$ cat src/shared/irx_pkg.sv
// Package for the expansion link: constants, states and carrier structs
`default_nettype none
package irx_pkg;
    // ------------------------------------------------------------------
    // Timing
    // ------------------------------------------------------------------
    localparam int CLK_MHZ = 250;
    localparam int LINK_CLK_MHZ = 10;
    // Half period of the 10 MHz link clock in system cycles
    localparam int HALF_CYCLES = CLK_MHZ / (2 * LINK_CLK_MHZ);
    localparam int DIV_W = 5;
    localparam logic [DIV_W-1:0] DIV_LAST = DIV_W'(HALF_CYCLES - 1);
    localparam logic [DIV_W-1:0] DIV_RESET = 5'h00;
    localparam logic [1:0] BUF_DEPTH = 2'h2;

    // ------------------------------------------------------------------
    // Link states, Gray coded along idle, send, jam, expansion collision
    // ------------------------------------------------------------------
    typedef enum logic [1:0] {
        IRX_IDLE = 2'b00,
        IRX_SEND = 2'b01,
        IRX_JAM = 2'b11,
        IRX_XCOL = 2'b10
    } irx_state_e;

    // Output and enable signals of a two-way pin
    typedef struct packed {
        logic o;
        logic oe;
    } irx_pin_s;

    // Word received from the link: data bit and jam flag
    typedef struct packed {
        logic jam;
        logic dat;
    } irx_rx_s;
endpackage
`default_nettype wire

$ cat src/rtl/irx_link.sv
// Device end of the inter-repeater expansion link
`default_nettype none

// Contract
// - Carrier low while repeating or propagating collision
// - Send data only while grant is low
// - No data toward link during collision
// - Collision still signalled on all local ports
// - Drive 10 MHz clock when carrier and grant
// - Clock pin is input when granted, not carrier
// - Clock pin high impedance without grant
// - NRZ data synchronous to the data clock
// - Data line released in collision or idle
// - Local transmit collision holds data high
// - Jam low for packet, high for collision
// - Jam high: data 0 multiport, 1 single
// - Jam line released in collision or idle
// - Reset returns all logic except the input synchronisers and buffer data to initial state
module irx_link (
    // Clock and reset
    input wire logic clk,
    input wire logic srst,
    input wire logic rst_n,
    // Repeater core side
    input wire logic tx_req,
    input wire logic tx_valid,
    input wire logic tx_dat,
    output logic tx_ready,
    input wire logic local_col,
    input wire logic multi_col,
    output logic ports_jam,
    output logic rx_valid,
    output logic rx_dat,
    output logic rx_jam,
    input wire logic rx_ready,
    // Integrator inputs
    input wire logic bus_grant_n,
    input wire logic expansion_collision_n,
    input wire logic grant_present,
    // Link pins
    output logic expansion_carrier_n,
    input wire logic clk_i,
    output logic clk_o,
    output logic clk_oe,
    input wire logic dat_i,
    output logic dat_o,
    output logic dat_oe,
    input wire logic jam_i,
    output logic jam_o,
    output logic jam_oe
);
    // ------------------------------------------------------------------
    // Input synchronisers
    // ------------------------------------------------------------------
    logic [2:0] s_grant;
    logic [2:0] s_col;
    logic [2:0] s_clk;
    logic [2:0] s_dat;
    logic [2:0] s_jam;
    logic [2:0] s_rst;
    logic grant_st;
    logic col_st;
    logic lclk_st;
    logic rst_st;
    logic lclk_prev;
    logic any_rst;

    always_ff @(posedge clk) begin
        s_grant <= {s_grant[1:0], bus_grant_n};
        s_col <= {s_col[1:0], expansion_collision_n};
        s_clk <= {s_clk[1:0], clk_i};
        s_dat <= {s_dat[1:0], dat_i};
        s_jam <= {s_jam[1:0], jam_i};
        s_rst <= {s_rst[1:0], rst_n};
    end

    // A change counts only once stages two and three agree
    always_ff @(posedge clk) begin
        if (s_grant[1] == s_grant[2]) grant_st <= s_grant[2];
        if (s_col[1] == s_col[2]) col_st <= s_col[2];
        if (s_clk[1] == s_clk[2]) lclk_st <= s_clk[2];
        if (s_rst[1] == s_rst[2]) rst_st <= s_rst[2];
        lclk_prev <= lclk_st;
    end

    assign any_rst = srst || !rst_st;

    // ------------------------------------------------------------------
    // Decode
    // ------------------------------------------------------------------
    // Without an integrator the grant pin means nothing and is ignored
    wire granted = !grant_st && grant_present;
    wire xcol = !col_st;
    wire lclk_rise = lclk_st && !lclk_prev;

    // ------------------------------------------------------------------
    // Clock divider for the 10 MHz link clock
    // ------------------------------------------------------------------
    logic [irx_pkg::DIV_W-1:0] div;
    logic div_tick;
    logic clk_q;
    wire div_end = (div == irx_pkg::DIV_LAST);

    // Restarts at every grant: the first bit leaves at once and the first
    // rising edge follows half a period later, so no stale bit is clocked
    always_ff @(posedge clk) begin
        if (any_rst || !clk_oe) begin
            div <= irx_pkg::DIV_RESET;
            clk_q <= 1'b0;
            div_tick <= 1'b0;
        end else begin
            div <= div_end ? irx_pkg::DIV_RESET : div + 5'h01;
            if (div_end) clk_q <= !clk_q;
            // Data changes on the falling edge, peers sample on rising
            div_tick <= div_end && clk_q;
        end
    end

    // ------------------------------------------------------------------
    // Two-entry transmit buffer
    // ------------------------------------------------------------------
    logic [1:0] buf_mem;
    logic buf_wp;
    logic buf_rp;
    logic [1:0] buf_cnt;
    logic bit_take;
    wire buf_full = (buf_cnt == irx_pkg::BUF_DEPTH);
    wire buf_empty = (buf_cnt == 2'h0);
    wire buf_push = tx_valid && tx_ready;
    wire buf_pop = bit_take && !buf_empty;

    always_ff @(posedge clk) begin
        if (any_rst) begin
            buf_wp <= 1'b0;
            buf_rp <= 1'b0;
            buf_cnt <= 2'h0;
            tx_ready <= 1'b0;
        end else begin
            if (buf_push) buf_mem[buf_wp] <= tx_dat;
            if (buf_push) buf_wp <= !buf_wp;
            if (buf_pop) buf_rp <= !buf_rp;
            buf_cnt <= buf_cnt + {1'b0, buf_push} - {1'b0, buf_pop};
            // Registered ready: high exactly when a slot is free
            tx_ready <= (buf_cnt + {1'b0, buf_push} - {1'b0, buf_pop})
                        < irx_pkg::BUF_DEPTH;
        end
    end

    // ------------------------------------------------------------------
    // Link state machine
    // ------------------------------------------------------------------
    irx_pkg::irx_state_e state;
    irx_pkg::irx_state_e next_state;
    wire active = tx_req || local_col || multi_col;

    always_comb begin
        next_state = state;
        case (state)
            irx_pkg::IRX_IDLE: begin
                if (active) next_state = irx_pkg::IRX_SEND;
            end
            irx_pkg::IRX_SEND: begin
                if (!active) next_state = irx_pkg::IRX_IDLE;
                else if (xcol) next_state = irx_pkg::IRX_XCOL;
                else if (local_col || multi_col)
                    next_state = irx_pkg::IRX_JAM;
            end
            irx_pkg::IRX_JAM: begin
                if (!active) next_state = irx_pkg::IRX_IDLE;
                else if (xcol) next_state = irx_pkg::IRX_XCOL;
            end
            irx_pkg::IRX_XCOL: begin
                if (!active && !xcol) next_state = irx_pkg::IRX_IDLE;
            end
            default: next_state = irx_pkg::IRX_IDLE;
        endcase
    end

    always_ff @(posedge clk) begin
        if (any_rst) state <= irx_pkg::IRX_IDLE;
        else state <= next_state;
    end

    // ------------------------------------------------------------------
    // Pin drive
    // ------------------------------------------------------------------
    wire carrier = (state != irx_pkg::IRX_IDLE);
    wire sending = (state == irx_pkg::IRX_SEND) && granted && !xcol;
    wire jamming = (state == irx_pkg::IRX_JAM) && granted && !xcol;
    assign bit_take = sending && (div_tick || !clk_oe);
    wire next_dat_oe = sending || jamming;
    // Local collision holds one; multiport collision holds zero
    wire jam_level = local_col && !multi_col;
    wire next_dat = jamming ? jam_level
                  : (buf_pop ? buf_mem[buf_rp] : dat_o);
    wire next_clk_oe = carrier && granted && grant_present;

    always_ff @(posedge clk) begin
        if (any_rst) begin
            expansion_carrier_n <= 1'b1;
            clk_o <= 1'b0;
            clk_oe <= 1'b0;
            dat_o <= 1'b0;
            dat_oe <= 1'b0;
            jam_o <= 1'b0;
            jam_oe <= 1'b0;
            ports_jam <= 1'b0;
        end else begin
            expansion_carrier_n <= !carrier;
            clk_o <= clk_q;
            clk_oe <= next_clk_oe;
            dat_o <= next_dat;
            dat_oe <= next_dat_oe;
            jam_o <= jamming;
            jam_oe <= next_dat_oe;
            ports_jam <= xcol || local_col || multi_col;
        end
    end

    // ------------------------------------------------------------------
    // Receive path: sample on the peer clock's rising edge
    // ------------------------------------------------------------------
    wire rx_take = lclk_rise && !carrier && granted && grant_present
                   && !xcol;
    // Output stage plus one spare word; the link cannot wait, so a stall
    // longer than two bit periods still overflows
    irx_pkg::irx_rx_s rx_word;
    irx_pkg::irx_rx_s rx_skid;
    logic rx_skid_valid;
    wire rx_out_free = !rx_valid || rx_ready;
    assign rx_word = {s_jam[2], s_dat[2]};

    always_ff @(posedge clk) begin
        if (any_rst) begin
            rx_valid <= 1'b0;
            rx_dat <= 1'b0;
            rx_jam <= 1'b0;
            rx_skid <= 2'h0;
            rx_skid_valid <= 1'b0;
        end else if (rx_out_free) begin
            rx_valid <= rx_skid_valid || rx_take;
            if (rx_skid_valid) begin
                {rx_jam, rx_dat} <= rx_skid;
            end else if (rx_take) begin
                {rx_jam, rx_dat} <= rx_word;
            end
            if (rx_skid_valid) rx_skid <= rx_word;
            rx_skid_valid <= rx_skid_valid && rx_take;
        end else if (rx_take && !rx_skid_valid) begin
            rx_skid <= rx_word;
            rx_skid_valid <= 1'b1;
        end
    end

    // ------------------------------------------------------------------
    // Checks
    // ------------------------------------------------------------------
    a_carrier_tracks: assert property (
        @(posedge clk) disable iff (any_rst)
        carrier |=> !expansion_carrier_n)
        else $error("carrier output not low while active");

    a_data_needs_grant: assert property (
        @(posedge clk) disable iff (any_rst)
        $rose(dat_oe) |-> $past(granted))
        else $error("data driven without grant");

    a_no_data_xcol: assert property (
        @(posedge clk) disable iff (any_rst)
        xcol |=> !dat_oe)
        else $error("data driven during expansion collision");

    a_ports_jam_xcol: assert property (
        @(posedge clk) disable iff (any_rst)
        xcol |=> ports_jam)
        else $error("local ports not jammed on collision");

    a_clock_release: assert property (
        @(posedge clk) disable iff (any_rst)
        !grant_present |=> !clk_oe)
        else $error("clock pin driven without grant line");

    a_idle_release: assert property (
        @(posedge clk) disable iff (any_rst)
        (state == irx_pkg::IRX_IDLE) |=> !dat_oe && !jam_oe)
        else $error("link pins driven while idle");

    a_local_col_high: assert property (
        @(posedge clk) disable iff (any_rst)
        jamming && local_col && !multi_col |=> dat_o && jam_o)
        else $error("local collision not held high");

    a_jam_packet_low: assert property (
        @(posedge clk) disable iff (any_rst)
        sending |=> dat_oe && !jam_o)
        else $error("jam not low during packet");

    a_clock_drive: assert property (
        @(posedge clk) disable iff (any_rst)
        carrier && granted |=> clk_oe)
        else $error("link clock not driven while granted");

    a_rx_hold: assert property (
        @(posedge clk) disable iff (any_rst)
        rx_valid && !rx_ready |=> rx_valid && $stable(rx_dat))
        else $error("received bit dropped before taken");

    a_no_jam_xcol: assert property (
        @(posedge clk) disable iff (any_rst)
        xcol |=> !jam_oe)
        else $error("jam driven during expansion collision");
endmodule
`default_nettype wire

$ cat config.mk
export PLATFORM = sky130hd
export DESIGN_NAME = irx_link
export DESIGN_NICKNAME = d
export VERILOG_FILES = /design/src/shared/irx_pkg.sv /design/src/rtl/irx_link.sv
export SDC_FILE = /design/constraint.sdc
export NUM_CORES = 1
export LEC_CHECK = 0
export ABC_AREA = 0
export BUFFER_PORTS_ARGS = -buffer_cell sky130_fd_sc_hd__buf_4
export CAP_MARGIN = 20
export CORE_AREA = 2 2 69 71
export DETAILED_ROUTE_END_ITERATION = 7
export DIE_AREA = 0 0 71 73
export MAX_ROUTING_LAYER = met4
export PLACE_DENSITY = 0.58
export SLEW_MARGIN = 20
export SYNTH_ARGS = -nofsm -noshare
export SYNTH_HDL_FRONTEND = slang
export SYNTH_SLANG_ARGS = --single-unit
export TNS_END_PERCENT = 100
$ cat constraint.sdc
create_clock -name clk -period 2 [get_ports clk]
set_input_delay 0.4 -clock clk [delete_from_list [all_inputs] [get_ports clk]]
set_output_delay 0.4 -clock clk [all_outputs]
set_load 0.01 [all_outputs]
==> results of run 1 <==
==> metal layers <==
layer	share of wire, %	global-route usage (%)
met1	45	13.4
met2	47	20.0
met3	5.7	4.70
met4	1.6	6.08
met5	0	-
==> power by group <==
group | total [mW] | switching (mW) | internal [mW]
Combinational | 0.0919 | 0.0407 | 0.0512
Sequential | 1.11 | 0.0176 | 1.09
Clock | 0.599 | 0.318 | 0.281
Total | 1.80 | 0.376 | 1.42
==> worst paths after layout <==
kind / depth (start not counted) / slack (ns) / end / from
max: 8 / 0.09 / buf_cnt[1]$_SDFF_PP0_ / grant_st$_DFFE_PN_
min: 1 / 0.20 / s_clk[0]$_DFF_P_ / clk_i
max reg2reg: 8 / 0.09 / buf_cnt[1]$_SDFF_PP0_ / grant_st$_DFFE_PN_
min reg2reg: 0 / 0.33 / s_jam[2]$_DFF_P_ / s_jam[1]$_DFF_P_
==> placed cells by master, fill, tap and decap left out, drive strengths merged, types with 3 or more instances in the layout <==
master	instances
buf	32
a211oi	3
nor2b	4
xnor2	10
nor2	14
and2	3
nand2	11
ha	3
dfxtp	46
inv	4
nand2b	4
clkbuf	7
o21a	3
o21ai	3
a21oi	5
edfxtp	6
nor3	6
==> kinds of logic after synthesis <==
family | after synthesis | share of synthesized area [%]
AO/OA/AOI/OAI | 22 | 8.69
buffers and inverters | 8 | 1.95
AND/OR/NAND/NOR | 51 | 14.9
XOR/XNOR | 12 | 6.08
adder cells (fa/ha/maj) | 3 | 2.17
multiplexers | 4 | 2.46
flip-flops | 52 | 63.7
==> state kept, by name, indices dropped and copies added (netlist names), 2 cells and up <==
name / cells
s_jam: 3
s_dat: 3
buf_mem: 2
s_clk: 3
s_col: 3
s_grant: 3
state: 2
div: 5
s_rst: 3
rx_skid: 2
buf_cnt: 2
==> worst max-delay path, stage by stage (launching register included) <==
cell	delay, ns
edfxtp_1	0.40
nand4b_1	0.26
nor4_2	0.26
ha_1	0.29
inv_1	0.06
ha_2	0.18
xnor2_2	0.11
xnor2_1	0.10
and2_1	0.15
==> what timing repair did <==
item / 4_1_cts / 5_1_grt
pin swaps: 1 / 0
cloned: 0 / 0
endpoints found under the setup margin: 2 / 1
resized for setup: 1 / 2
==> cell type report <==
class | count | area [um^2] | share of cell area, %
Clock inverter | 1 | 7.51 | 0.353
Clock buffer | 7 | 86.3 | 4.06
Multi-Input combinational cell | 92 | 609 | 28.6
Tap cell | 54 | 67.6 | 3.18
Sequential cell | 52 | 1100 | 51.8
Timing Repair Buffer | 32 | 240 | 11.3
Inverter | 4 | 15.0 | 0.706
==> stage by stage <==
stage | hold slack [ns] | util [%] | total power [mW] | TNS (ns)
after floorplan | 0.310 | - | 1.18 | 0
after global placement | 0.311 | 44.5 | 1.22 | 0
after detailed placement | 0.312 | 44.5 | 1.23 | -0.191
after CTS | 0.187 | 46.7 | 1.83 | 0
after global routing | 0.179 | 46.9 | 1.88 | -0.0338
final | 0.200 | 46.9 | 1.80 | 0
==> reports/qor.log, run 1 <==
qor: grt.grt-ovfl-total 0
qor: die.dieWidth 71 um
qor: grt.grt.total_usage 12.4%
qor: logic_synthesis.synth.avg_cell_area 11.4 um^2
qor: logic_synthesis.synth.distinct_cells 32
qor: setup_path.critPathRequiredTime 2.20 ns
qor: timing.period_minus_slack 1.91 ns
qor: setup_path.setup.worst_path.class flop to flop
qor: timing.clock.fmax 0.523 GHz
qor: logic_synthesis.synth_largest_type_area_fraction 53.3%
qor: placed_design.dpl.hpwl 2100 um
qor: power_and_ir_drop.power_leakage 0.861 nW
qor: drt.vias 1134
qor: clock_network.cts_tree done
qor: grt.initial_antenna_violation_count 0
qor: timing.report.final.hold_viol_count 0
qor: logic_synthesis.synth-edff-count 6
qor: die.die-area 5180 um^2
qor: setup_path.end_kind flop
qor: clock_network.numCtsBuffers 5
qor: logic_synthesis.post_synth_main_area_contributors dfxtp_1, edfxtp_1, xnor2_1
qor: clock_network.clock_sink_count 52
qor: logic_synthesis.netlist_area 1730 um^2
qor: logic_synthesis.synth_flop_cell dfxtp_1
qor: logic_synthesis.syn_nets 170
qor: timing.max_slew_vio_count 0
qor: clock_network.cts_hold_buf 0
qor: cells_and_area.numnets_final 205
qor: power_and_ir_drop.peakVddDrop 0.428 mV
qor: clock_network.cts_setup_buffers 0
qor: timing.timing.final.crit_share 95.6%
qor: run.max_cap_violations 0
qor: clock_network.clock_tree.root_cell clkbuf_8
qor: clock_network.htree_num_levels 2
qor: timing.finClkSkew 0.00271 ns
qor: cells_and_area.area.growth.synth_to_final 23.1%
qor: logic_synthesis.yosys_warnings 0
qor: cells_and_area.final_area 2130 um^2
qor: timing.timing.final.setup_violations 0
qor: timing.final.setup.worst_slack 0.0887 ns
qor: logic_synthesis.yosysMostFrequentCell dfxtp_1
qor: placed_design.dp.cells 234
qor: logic_synthesis.yosysSeqAreaShare 63.7%
qor: drt.drt-wirelength-per-cell 11.6 um
qor: die.num_io_pins 27
qor: drt.drc_errors 0
qor: drt.antenna_violating_nets_post_route 0
qor: drt.dr.first_iter.drc_count 32
qor: logic_synthesis.async_reset_ff_share 0%
qor: logic_synthesis.netlist_top_cells_count dfxtp_1, nor2_1, nand2_1, xnor2_1
qor: grt.grt_pass1_vias 1120
qor: clock_network.cts-root-to-sink-buffers 2
qor: drt.drt-total-wl 2800 um
qor: logic_synthesis.ys_ff_latch 52
qor: grt.grt_pass1_wl 4820 um
qor: placed_design.buffer_ports.inserted 26
qor: timing.worst_slew_margin_rel 66.9%
qor: setup_path.critPathArrivalTime 2.11 ns
qor: placed_design.gp_congestion 0.825
qor: cells_and_area.antenna_cells 0
qor: die.row_count 25
qor: placed_design.setup_slack_at_placement -0.110 ns
qor: logic_synthesis.synth_cells 152
qor: cells_and_area.final_cell_count_no_fill 242
qor: grt.pin_count_of_the_biggest_net_entering_global_routing 16
qor: worst_hold_path.hp-class primary input to flop
qor: power_and_ir_drop.p_per_area 846 nW/um^2
qor: die.initial_utilization 38.1%
qor: die.core 4540 um^2
qor: cells_and_area.fillers 419
qor: logic_synthesis.netlist.top_cell.by_area dfxtp_1
qor: setup_path.critical_path.startpoint_type flop
qor: die.die_h 73 um
qor: drt.avgViaCountPerCell 4.69
qor: timing.slew_at_the_pin_closest_to_its_max_slew_limit 0.492 ns
qor: clock_network.clk_latency 0.29 ns
qor: placed_design.postPlaceCellArea 2020 um^2
qor: setup_path.critical_path.max_fanout 2
qor: status.status completed
qor: drt.drt_pre_antenna_iters 4
qor: cells_and_area.drive_gt1_share 23.9%
qor: clock_network.clk_transition_reported_paths 0.09 ns
Note: power is estimated with default switching activity, not from simulation.
==> inputs of run 2 (changes only) <==
--- a/config.mk
+++ b/config.mk
@@ -13,6 +13,7 @@
 export DIE_AREA = 0 0 71 73
 export MAX_ROUTING_LAYER = met4
 export PLACE_DENSITY = 0.58
+export RECOVER_POWER = 50
 export SLEW_MARGIN = 20
 export SYNTH_ARGS = -nofsm -noshare
 export SYNTH_HDL_FRONTEND = slang
==> run 2 against run 1 <==
Die area stayed put. Sequential share of layout area is 0.091 points higher. Fmax is 0.40% lower. Clock power hardly changed. Register-to-register slack hardly changed. Largest cell class unchanged. Non-clock buffer count stayed put. Sequential cell count stayed put. Sequential power hardly changed. Global-route usage stayed put.
==> reports/qor.log, run 2 (same netlist as run 1, synthesis figures left out) <==
qor: power_and_ir_drop.logic_pwr_share 5.0%
qor: timing.clock.fmax 0.521 GHz
qor: setup_path.critical_path.startpoint grant_st$_DFFE_PN_
qor: setup_path.critical_path.max_fanout 2
qor: setup_path.critPathRequiredTime 2.20 ns
qor: clock_network.htree_num_levels 2
qor: status.status completed
qor: cells_and_area.commonest_cells_after_routing_fill_and_taps_aside dfxtp_1, buf_4, nor2_1
qor: power_and_ir_drop.peakVddDrop 0.428 mV
qor: timing.timing.final.setup_violations 0
qor: timing.final.setup.tns 0 ns
qor: drt.drt_pre_antenna_iters 5
qor: timing.report.final.hold_viol_count 0
qor: timing.timing.final.crit_share 95.9%
qor: placed_design.gp_congestion 0.825
qor: grt.grt.total_usage 12.4%
qor: die.row_count 25
qor: worst_hold_path.worstHoldEndpoint s_clk[0]$_DFF_P_
qor: grt.pin_count_of_the_biggest_net_entering_global_routing 16
qor: placed_design.buffer_ports.inserted 26
qor: worst_hold_path.timing.hold.worst.start clk_i
qor: setup_path.critPathArrivalTime 2.11 ns
qor: clock_network.clk_latency 0.29 ns
qor: drt.antenna_violating_nets_post_route 0
qor: timing.period_minus_slack 1.92 ns
qor: grt.grt_pass1_vias 1120
qor: cells_and_area.drive_gt1_share 23.4%
qor: cells_and_area.fillers 421
qor: placed_design.dpl.hpwl 2100 um
qor: drt.drc_errors 0
qor: timing.holdWs 0.223 ns
qor: cells_and_area.max_reg_flops 5
qor: grt.grtUsageMet1 13.4%
qor: setup_path.timing.reg2reg.setup_slack 0.08 ns
qor: drt.drt-wirelength-per-cell 11.5 um
qor: clock_network.numCtsBuffers 5
qor: setup_path.worst-r2r-cell-count 8
qor: die.core 4540 um^2
qor: power_and_ir_drop.p_total 1.80 mW
qor: setup_path.worstReg2RegEnd buf_cnt[1]$_SDFF_PP0_
qor: clock_network.cts-root-to-sink-buffers 2
qor: timing.final.setup.worst_slack 0.0811 ns
qor: power_and_ir_drop.netSwitchingFraction 20.9%
qor: clock_network.cts_hold_buf 0
qor: drt.drt-total-wl 2800 um
qor: grt.initial_antenna_violation_count 0
qor: power_and_ir_drop.internal_power 1.42 mW
qor: power_and_ir_drop.power_leakage 0.854 nW
qor: cells_and_area.numnets_final 205
qor: setup_path.setup.worst_path.class flop to flop
qor: grt.grt-ovfl-total 0
qor: placed_design.setup_slack_at_placement -0.110 ns
qor: die.initial_utilization 38.1%
qor: grt.most_used_routing_layer_in_global_routing met2
qor: die.die_h 73 um
qor: drt.dr.first_iter.drc_count 21
qor: cells_and_area.final_core_utilization 46.8%
qor: cells_and_area.layout_commonest_cell dfxtp_1
qor: clock_network.cts_tree done
qor: power_and_ir_drop.total_switching_power 377 uW
qor: clock_network.clock_sink_count 52
qor: power_and_ir_drop.power.sequential.fraction 61.7%
qor: setup_path.r2r_start grant_st$_DFFE_PN_
qor: worst_hold_path.whs_path_depth 1
qor: timing.max_slew_vio_count 0
qor: grt.global_route.usage.met2 20.0%
qor: grt.met3_usage_grt 4.70%
qor: die.num_io_pins 27
qor: worst_hold_path.hp-class primary input to flop
qor: cells_and_area.largest-register div
qor: drt.vias 1125
qor: die.die-area 5180 um^2
qor: die.dieWidth 71 um
qor: run.max_cap_violations 0
qor: timing.slew_at_the_pin_closest_to_its_max_slew_limit 0.492 ns
qor: setup_path.critical_path.startpoint_type flop
qor: setup_path.end_kind flop
qor: clock_network.clock_tree.root_cell clkbuf_8
qor: drt.avgViaCountPerCell 4.65
qor: clock_network.clk_transition_reported_paths 0.09 ns
qor: cells_and_area.antenna_cells 0
qor: grt.grt_pass1_wl 4820 um
qor: timing.finClkSkew 0.00354 ns
qor: cells_and_area.area.growth.synth_to_final 22.9%
qor: timing.worst_slew_margin_rel 67.0%
qor: power_and_ir_drop.clock_power_share 33.3%
qor: power_and_ir_drop.p_per_area 847 nW/um^2
-- run 2: changes by cell type in the layout (fill, tap and decap cells not counted) --
cell	delta
and2_1	-1
and2_0	+1
buf_4	-8
clkbuf_1	+1
clkbuf_4	+7
-- run 2: power groups by stage --
stage	Sequential, mW	Clock, mW	Combinational (mW)
floorplan	1.13	0	0.0440
CTS	1.11	0.625	0.0931
global placement	1.13	0	0.0907
global route	1.11	0.665	0.100
finish	1.11	0.600	0.0900
detailed placement	1.13	0	0.0925
-- run 2: final cells by class --
cell class | count | area, um^2 | share of cell area, %
clock buffer | 7 | 86.3 | 4.07
clock inverter | 1 | 7.51 | 0.354
inverter | 4 | 15.0 | 0.707
multi-input combinational | 92 | 609 | 28.7
sequential | 52 | 1100 | 51.9
tap | 54 | 67.6 | 3.18
timing repair buffer | 32 | 236 | 11.1
-- run 2: repair_timing --
item                                    CTS  global route
setup buffers                             0             0
endpoints found under the setup margin    2             1
resized for setup                         1             2
pin swaps                                 1             0
-- run 2: critical path, cell delays in order, from the launching register on --
cell and delay, ns:
edfxtp_1 0.40, nand4b_1 0.26, nor4_2 0.26, ha_1 0.29, inv_1 0.06, ha_2 0.18
xnor2_2 0.11, xnor2_1 0.10, and2_1 0.15
-- run 2: per-stage QoR --
step	cell area, um^2	instances
after floorplan	1730	152
after global placement	2020	234
after detailed placement	2020	234
after CTS	2120	242
after global routing	2120	242
final	2120	242
-- run 2: worst max path at each step --
| stage | to | slack (ns) | cells after the start |
|---|---|---|---|
| 2_1_floorplan | buf_cnt[1]$_SDFF_PP0_ | 0.004 | 8 |
| 3_3_place_gp | buf_cnt[1]$_SDFF_PP0_ | 0.04 | 9 |
| 3_5_place_dp | buf_cnt[1]$_SDFF_PP0_ | -0.11 | 9 |
| 4_1_cts | buf_cnt[1]$_SDFF_PP0_ | 0.09 | 8 |
| 5_1_grt | buf_cnt[1]$_SDFF_PP0_ | -0.02 | 8 |
| 6_report | buf_cnt[1]$_SDFF_PP0_ | 0.08 | 8 |
-- run 2: layer usage --
layer	wire length, um	vias up	share of wire (%)
li1	-	586	-
met1	1270	503	45
met2	1320	30	47
met3	159	6	5.7
met4	46	0	1.6
met5	0	-	0
==> inputs of run 3 (changes only) <==
--- a/config.mk
+++ b/config.mk
@@ -9,6 +9,7 @@
 export BUFFER_PORTS_ARGS = -buffer_cell sky130_fd_sc_hd__buf_4
 export CAP_MARGIN = 20
 export CORE_AREA = 2 2 69 71
+export CTS_BUF_LIST = sky130_fd_sc_hd__clkbuf_16
 export DETAILED_ROUTE_END_ITERATION = 7
 export DIE_AREA = 0 0 71 73
 export MAX_ROUTING_LAYER = met4
==> run 3 against run 2 <==
Worst hold slack gained 0.014 ns. Critical path depth did not move. Critical path type unchanged. Register-to-register slack improved by 0.04 ns. Cell count did not move. Clock skew is 0.0014 ns lower. Non-clock buffer count unchanged. Fmax increased by 2.0%. Design area is 1.7% higher. Die area unchanged. Clock power is 34% higher. Worst setup slack better by 0.037 ns. Highest routed layer unchanged.
==> reports/qor.log, run 3 (same netlist as run 1, synthesis figures left out) <==
qor: grt.grt.total_usage 12.4%
qor: grt.grt-ovfl-total 0
qor: drt.antenna_violating_nets_post_route 0
qor: worst_hold_path.hp-class primary input to flop
qor: grt.most_used_routing_layer_in_global_routing met2
qor: clock_network.cts_tree done
qor: cells_and_area.multiInputGateArea 599 um^2
qor: power_and_ir_drop.peakVddDrop 0.659 mV
qor: setup_path.cp_slowest_stage_delay 0.38 ns
qor: grt.global_route.usage.met2 19.8%
qor: cells_and_area.numnets_final 205
qor: clock_network.cts-root-to-sink-buffers 2
qor: cells_and_area.largest-register div
qor: timing.period_minus_slack 1.88 ns
qor: clock_network.htree_num_levels 2
qor: cells_and_area.area.growth.synth_to_final 25.0%
qor: cells_and_area.fillers 420
qor: power_and_ir_drop.p_per_area 926 nW/um^2
qor: die.initial_utilization 38.1%
qor: drt.avgViaCountPerCell 4.63
qor: status.status completed
qor: die.row_count 25
qor: clock_network.clk_latency 0.28 ns
qor: die.die_h 73 um
qor: grt.grtUsageMet1 13.8%
qor: setup_path.critical_path.slowest_cell edfxtp_1
qor: cells_and_area.final_cell_count_no_fill 242
qor: setup_path.crit_path_cell_trace nand4b_1 -> nor4_2 -> ha_1 -> inv_1 -> ha_1 -> xnor2_1 -> xnor2_1 -> and2_1
qor: setup_path.end_kind flop
qor: placed_design.dp.cells 234
qor: cells_and_area.drive_gt1_share 21.8%
qor: die.dieWidth 71 um
qor: setup_path.setup.worst_path.class flop to flop
qor: timing.max_slew_vio_count 0
qor: drt.dr.first_iter.drc_count 41
qor: timing.worst_slew_margin_rel 67.4%
qor: grt.grt_pass1_wl 4820 um
qor: run.max_cap_violations 0
qor: setup_path.critPathRequiredTime 2.18 ns
qor: die.core 4540 um^2
qor: drt.drt-total-wl 2790 um
qor: drt.drt_pre_antenna_iters 4
qor: die.num_io_pins 27
qor: die.die-area 5180 um^2
qor: drt.drt-wirelength-per-cell 11.5 um
qor: timing.grt_setup_unrepaired false
qor: placed_design.gp_congestion 0.825
qor: cells_and_area.commonest_cells_after_routing_fill_and_taps_aside dfxtp_1, buf_4, nor2_1
qor: grt.grt_pass1_vias 1103
qor: setup_path.critPathArrivalTime 2.06 ns
qor: drt.vias 1120
qor: clock_network.clock_sink_count 52
qor: power_and_ir_drop.power.sequential.fraction 55.5%
qor: setup_path.critical_path.startpoint_type flop
qor: clock_network.clk_transition_reported_paths 0.06 ns
qor: clock_network.clock_tree.root_cell clkbuf_16
qor: power_and_ir_drop.total_switching_power 404 uW
qor: timing.finClkSkew 0.00216 ns
qor: grt.pin_count_of_the_biggest_net_entering_global_routing 16
qor: cells_and_area.regArea 1100 um^2
qor: cells_and_area.max_reg_flops 5
qor: power_and_ir_drop.netSwitchingFraction 20.2%
qor: grt.met3_usage_grt 4.28%
qor: cells_and_area.layout_commonest_cell dfxtp_1
qor: grt.initial_antenna_violation_count 0
qor: timing.final.setup.tns 0 ns
qor: drt.drc_errors 0
qor: power_and_ir_drop.internal_power 1.60 mW
qor: power_and_ir_drop.clock_power_share 40.0%
qor: placed_design.dpl.hpwl 2100 um
qor: timing.clock.fmax 0.531 GHz
qor: clock_network.cts_setup_buffers 0
qor: timing.report.final.hold_viol_count 0
qor: power_and_ir_drop.logic_pwr_share 4.5%
qor: power_and_ir_drop.power_leakage 0.881 nW
qor: cells_and_area.antenna_cells 0
qor: setup_path.critical_path.max_fanout 2
qor: timing.slew_at_the_pin_closest_to_its_max_slew_limit 0.486 ns
qor: timing.timing.final.setup_violations 0
qor: power_and_ir_drop.p_total 2.00 mW
qor: clock_network.numCtsBuffers 5
qor: timing.timing.final.crit_share 94.1%
qor: placed_design.buffer_ports.inserted 26
qor: cells_and_area.final_core_utilization 47.6%
## run 3: changes by cell type in the layout (fill, tap and decap cells not counted), sizes merged
cell,previous run,this run
clkbuf,15,13
clkinv,0,1
inv,4,5
## run 3: critical path, delay by kind of cell, from the launching register on
kind          cells  cell delay (ns)
simple gates      3             0.66
xor+xnor          2             0.24
fa+ha+maj         2             0.44
buf+inv           1             0.06
flops             1             0.38
## run 3: final cells by class
cell class                 instances  area share (%)
sequential                        52            51.0
multi-input combinational         92            27.8
timing repair buffer              32            11.0
clock buffer                       5            5.79
tap                               54            3.13
clock inverter                     3           0.695
inverter                           4           0.695
## run 3: path summary, 6_finish.rpt
kind                 startpoint                     to  slack (ns)  depth (start not counted)
min reg2reg    s_jam[0]$_DFF_P_       s_jam[1]$_DFF_P_        0.33                          0
min                 bus_grant_n     s_grant[0]$_DFF_P_        0.24                          1
max reg2reg  grant_st$_DFFE_PN_  buf_cnt[1]$_SDFF_PP0_        0.12                          8
max          grant_st$_DFFE_PN_  buf_cnt[1]$_SDFF_PP0_        0.12                          8
## run 3: metrics by stage
step | setup WS, ns | area, um^2 | hold WS, ns
5_1_grt | 0.00411 | 2160 | 0.225
6_report | 0.118 | 2160 | 0.237
3_3_place_gp | 0.0352 | 2020 | 0.311
2_1_floorplan | 0.00394 | 1730 | 0.310
4_1_cts | 0.0973 | 2160 | 0.206
3_5_place_dp | -0.110 | 2020 | 0.312
## run 3: timing repair
item | 4_1_cts | 5_1_grt
setup endpoints to repair | 2 | 0
gates resized for setup | 1 | 0
hold buffers | 0 | 0
## run 3: per-layer routing
| layer | vias to the layer above | share of wire [%] |
|---|---|---|
| met4 | 0 | 2.2 |
| met1 | 497 | 47 |
| li1 | 588 | - |
| met2 | 29 | 45 |
| met3 | 6 | 5.7 |
| met5 | - | 0 |
## run 3: power by group through the flow
stage | Clock (mW) | Sequential [mW] | Combinational (mW)
floorplan | 0 | 1.13 | 0.0440
global placement | 0 | 1.13 | 0.0907
detailed placement | 0 | 1.13 | 0.0925
CTS | 0.827 | 1.11 | 0.0931
global route | 0.869 | 1.11 | 0.0998
finish | 0.801 | 1.11 | 0.0895
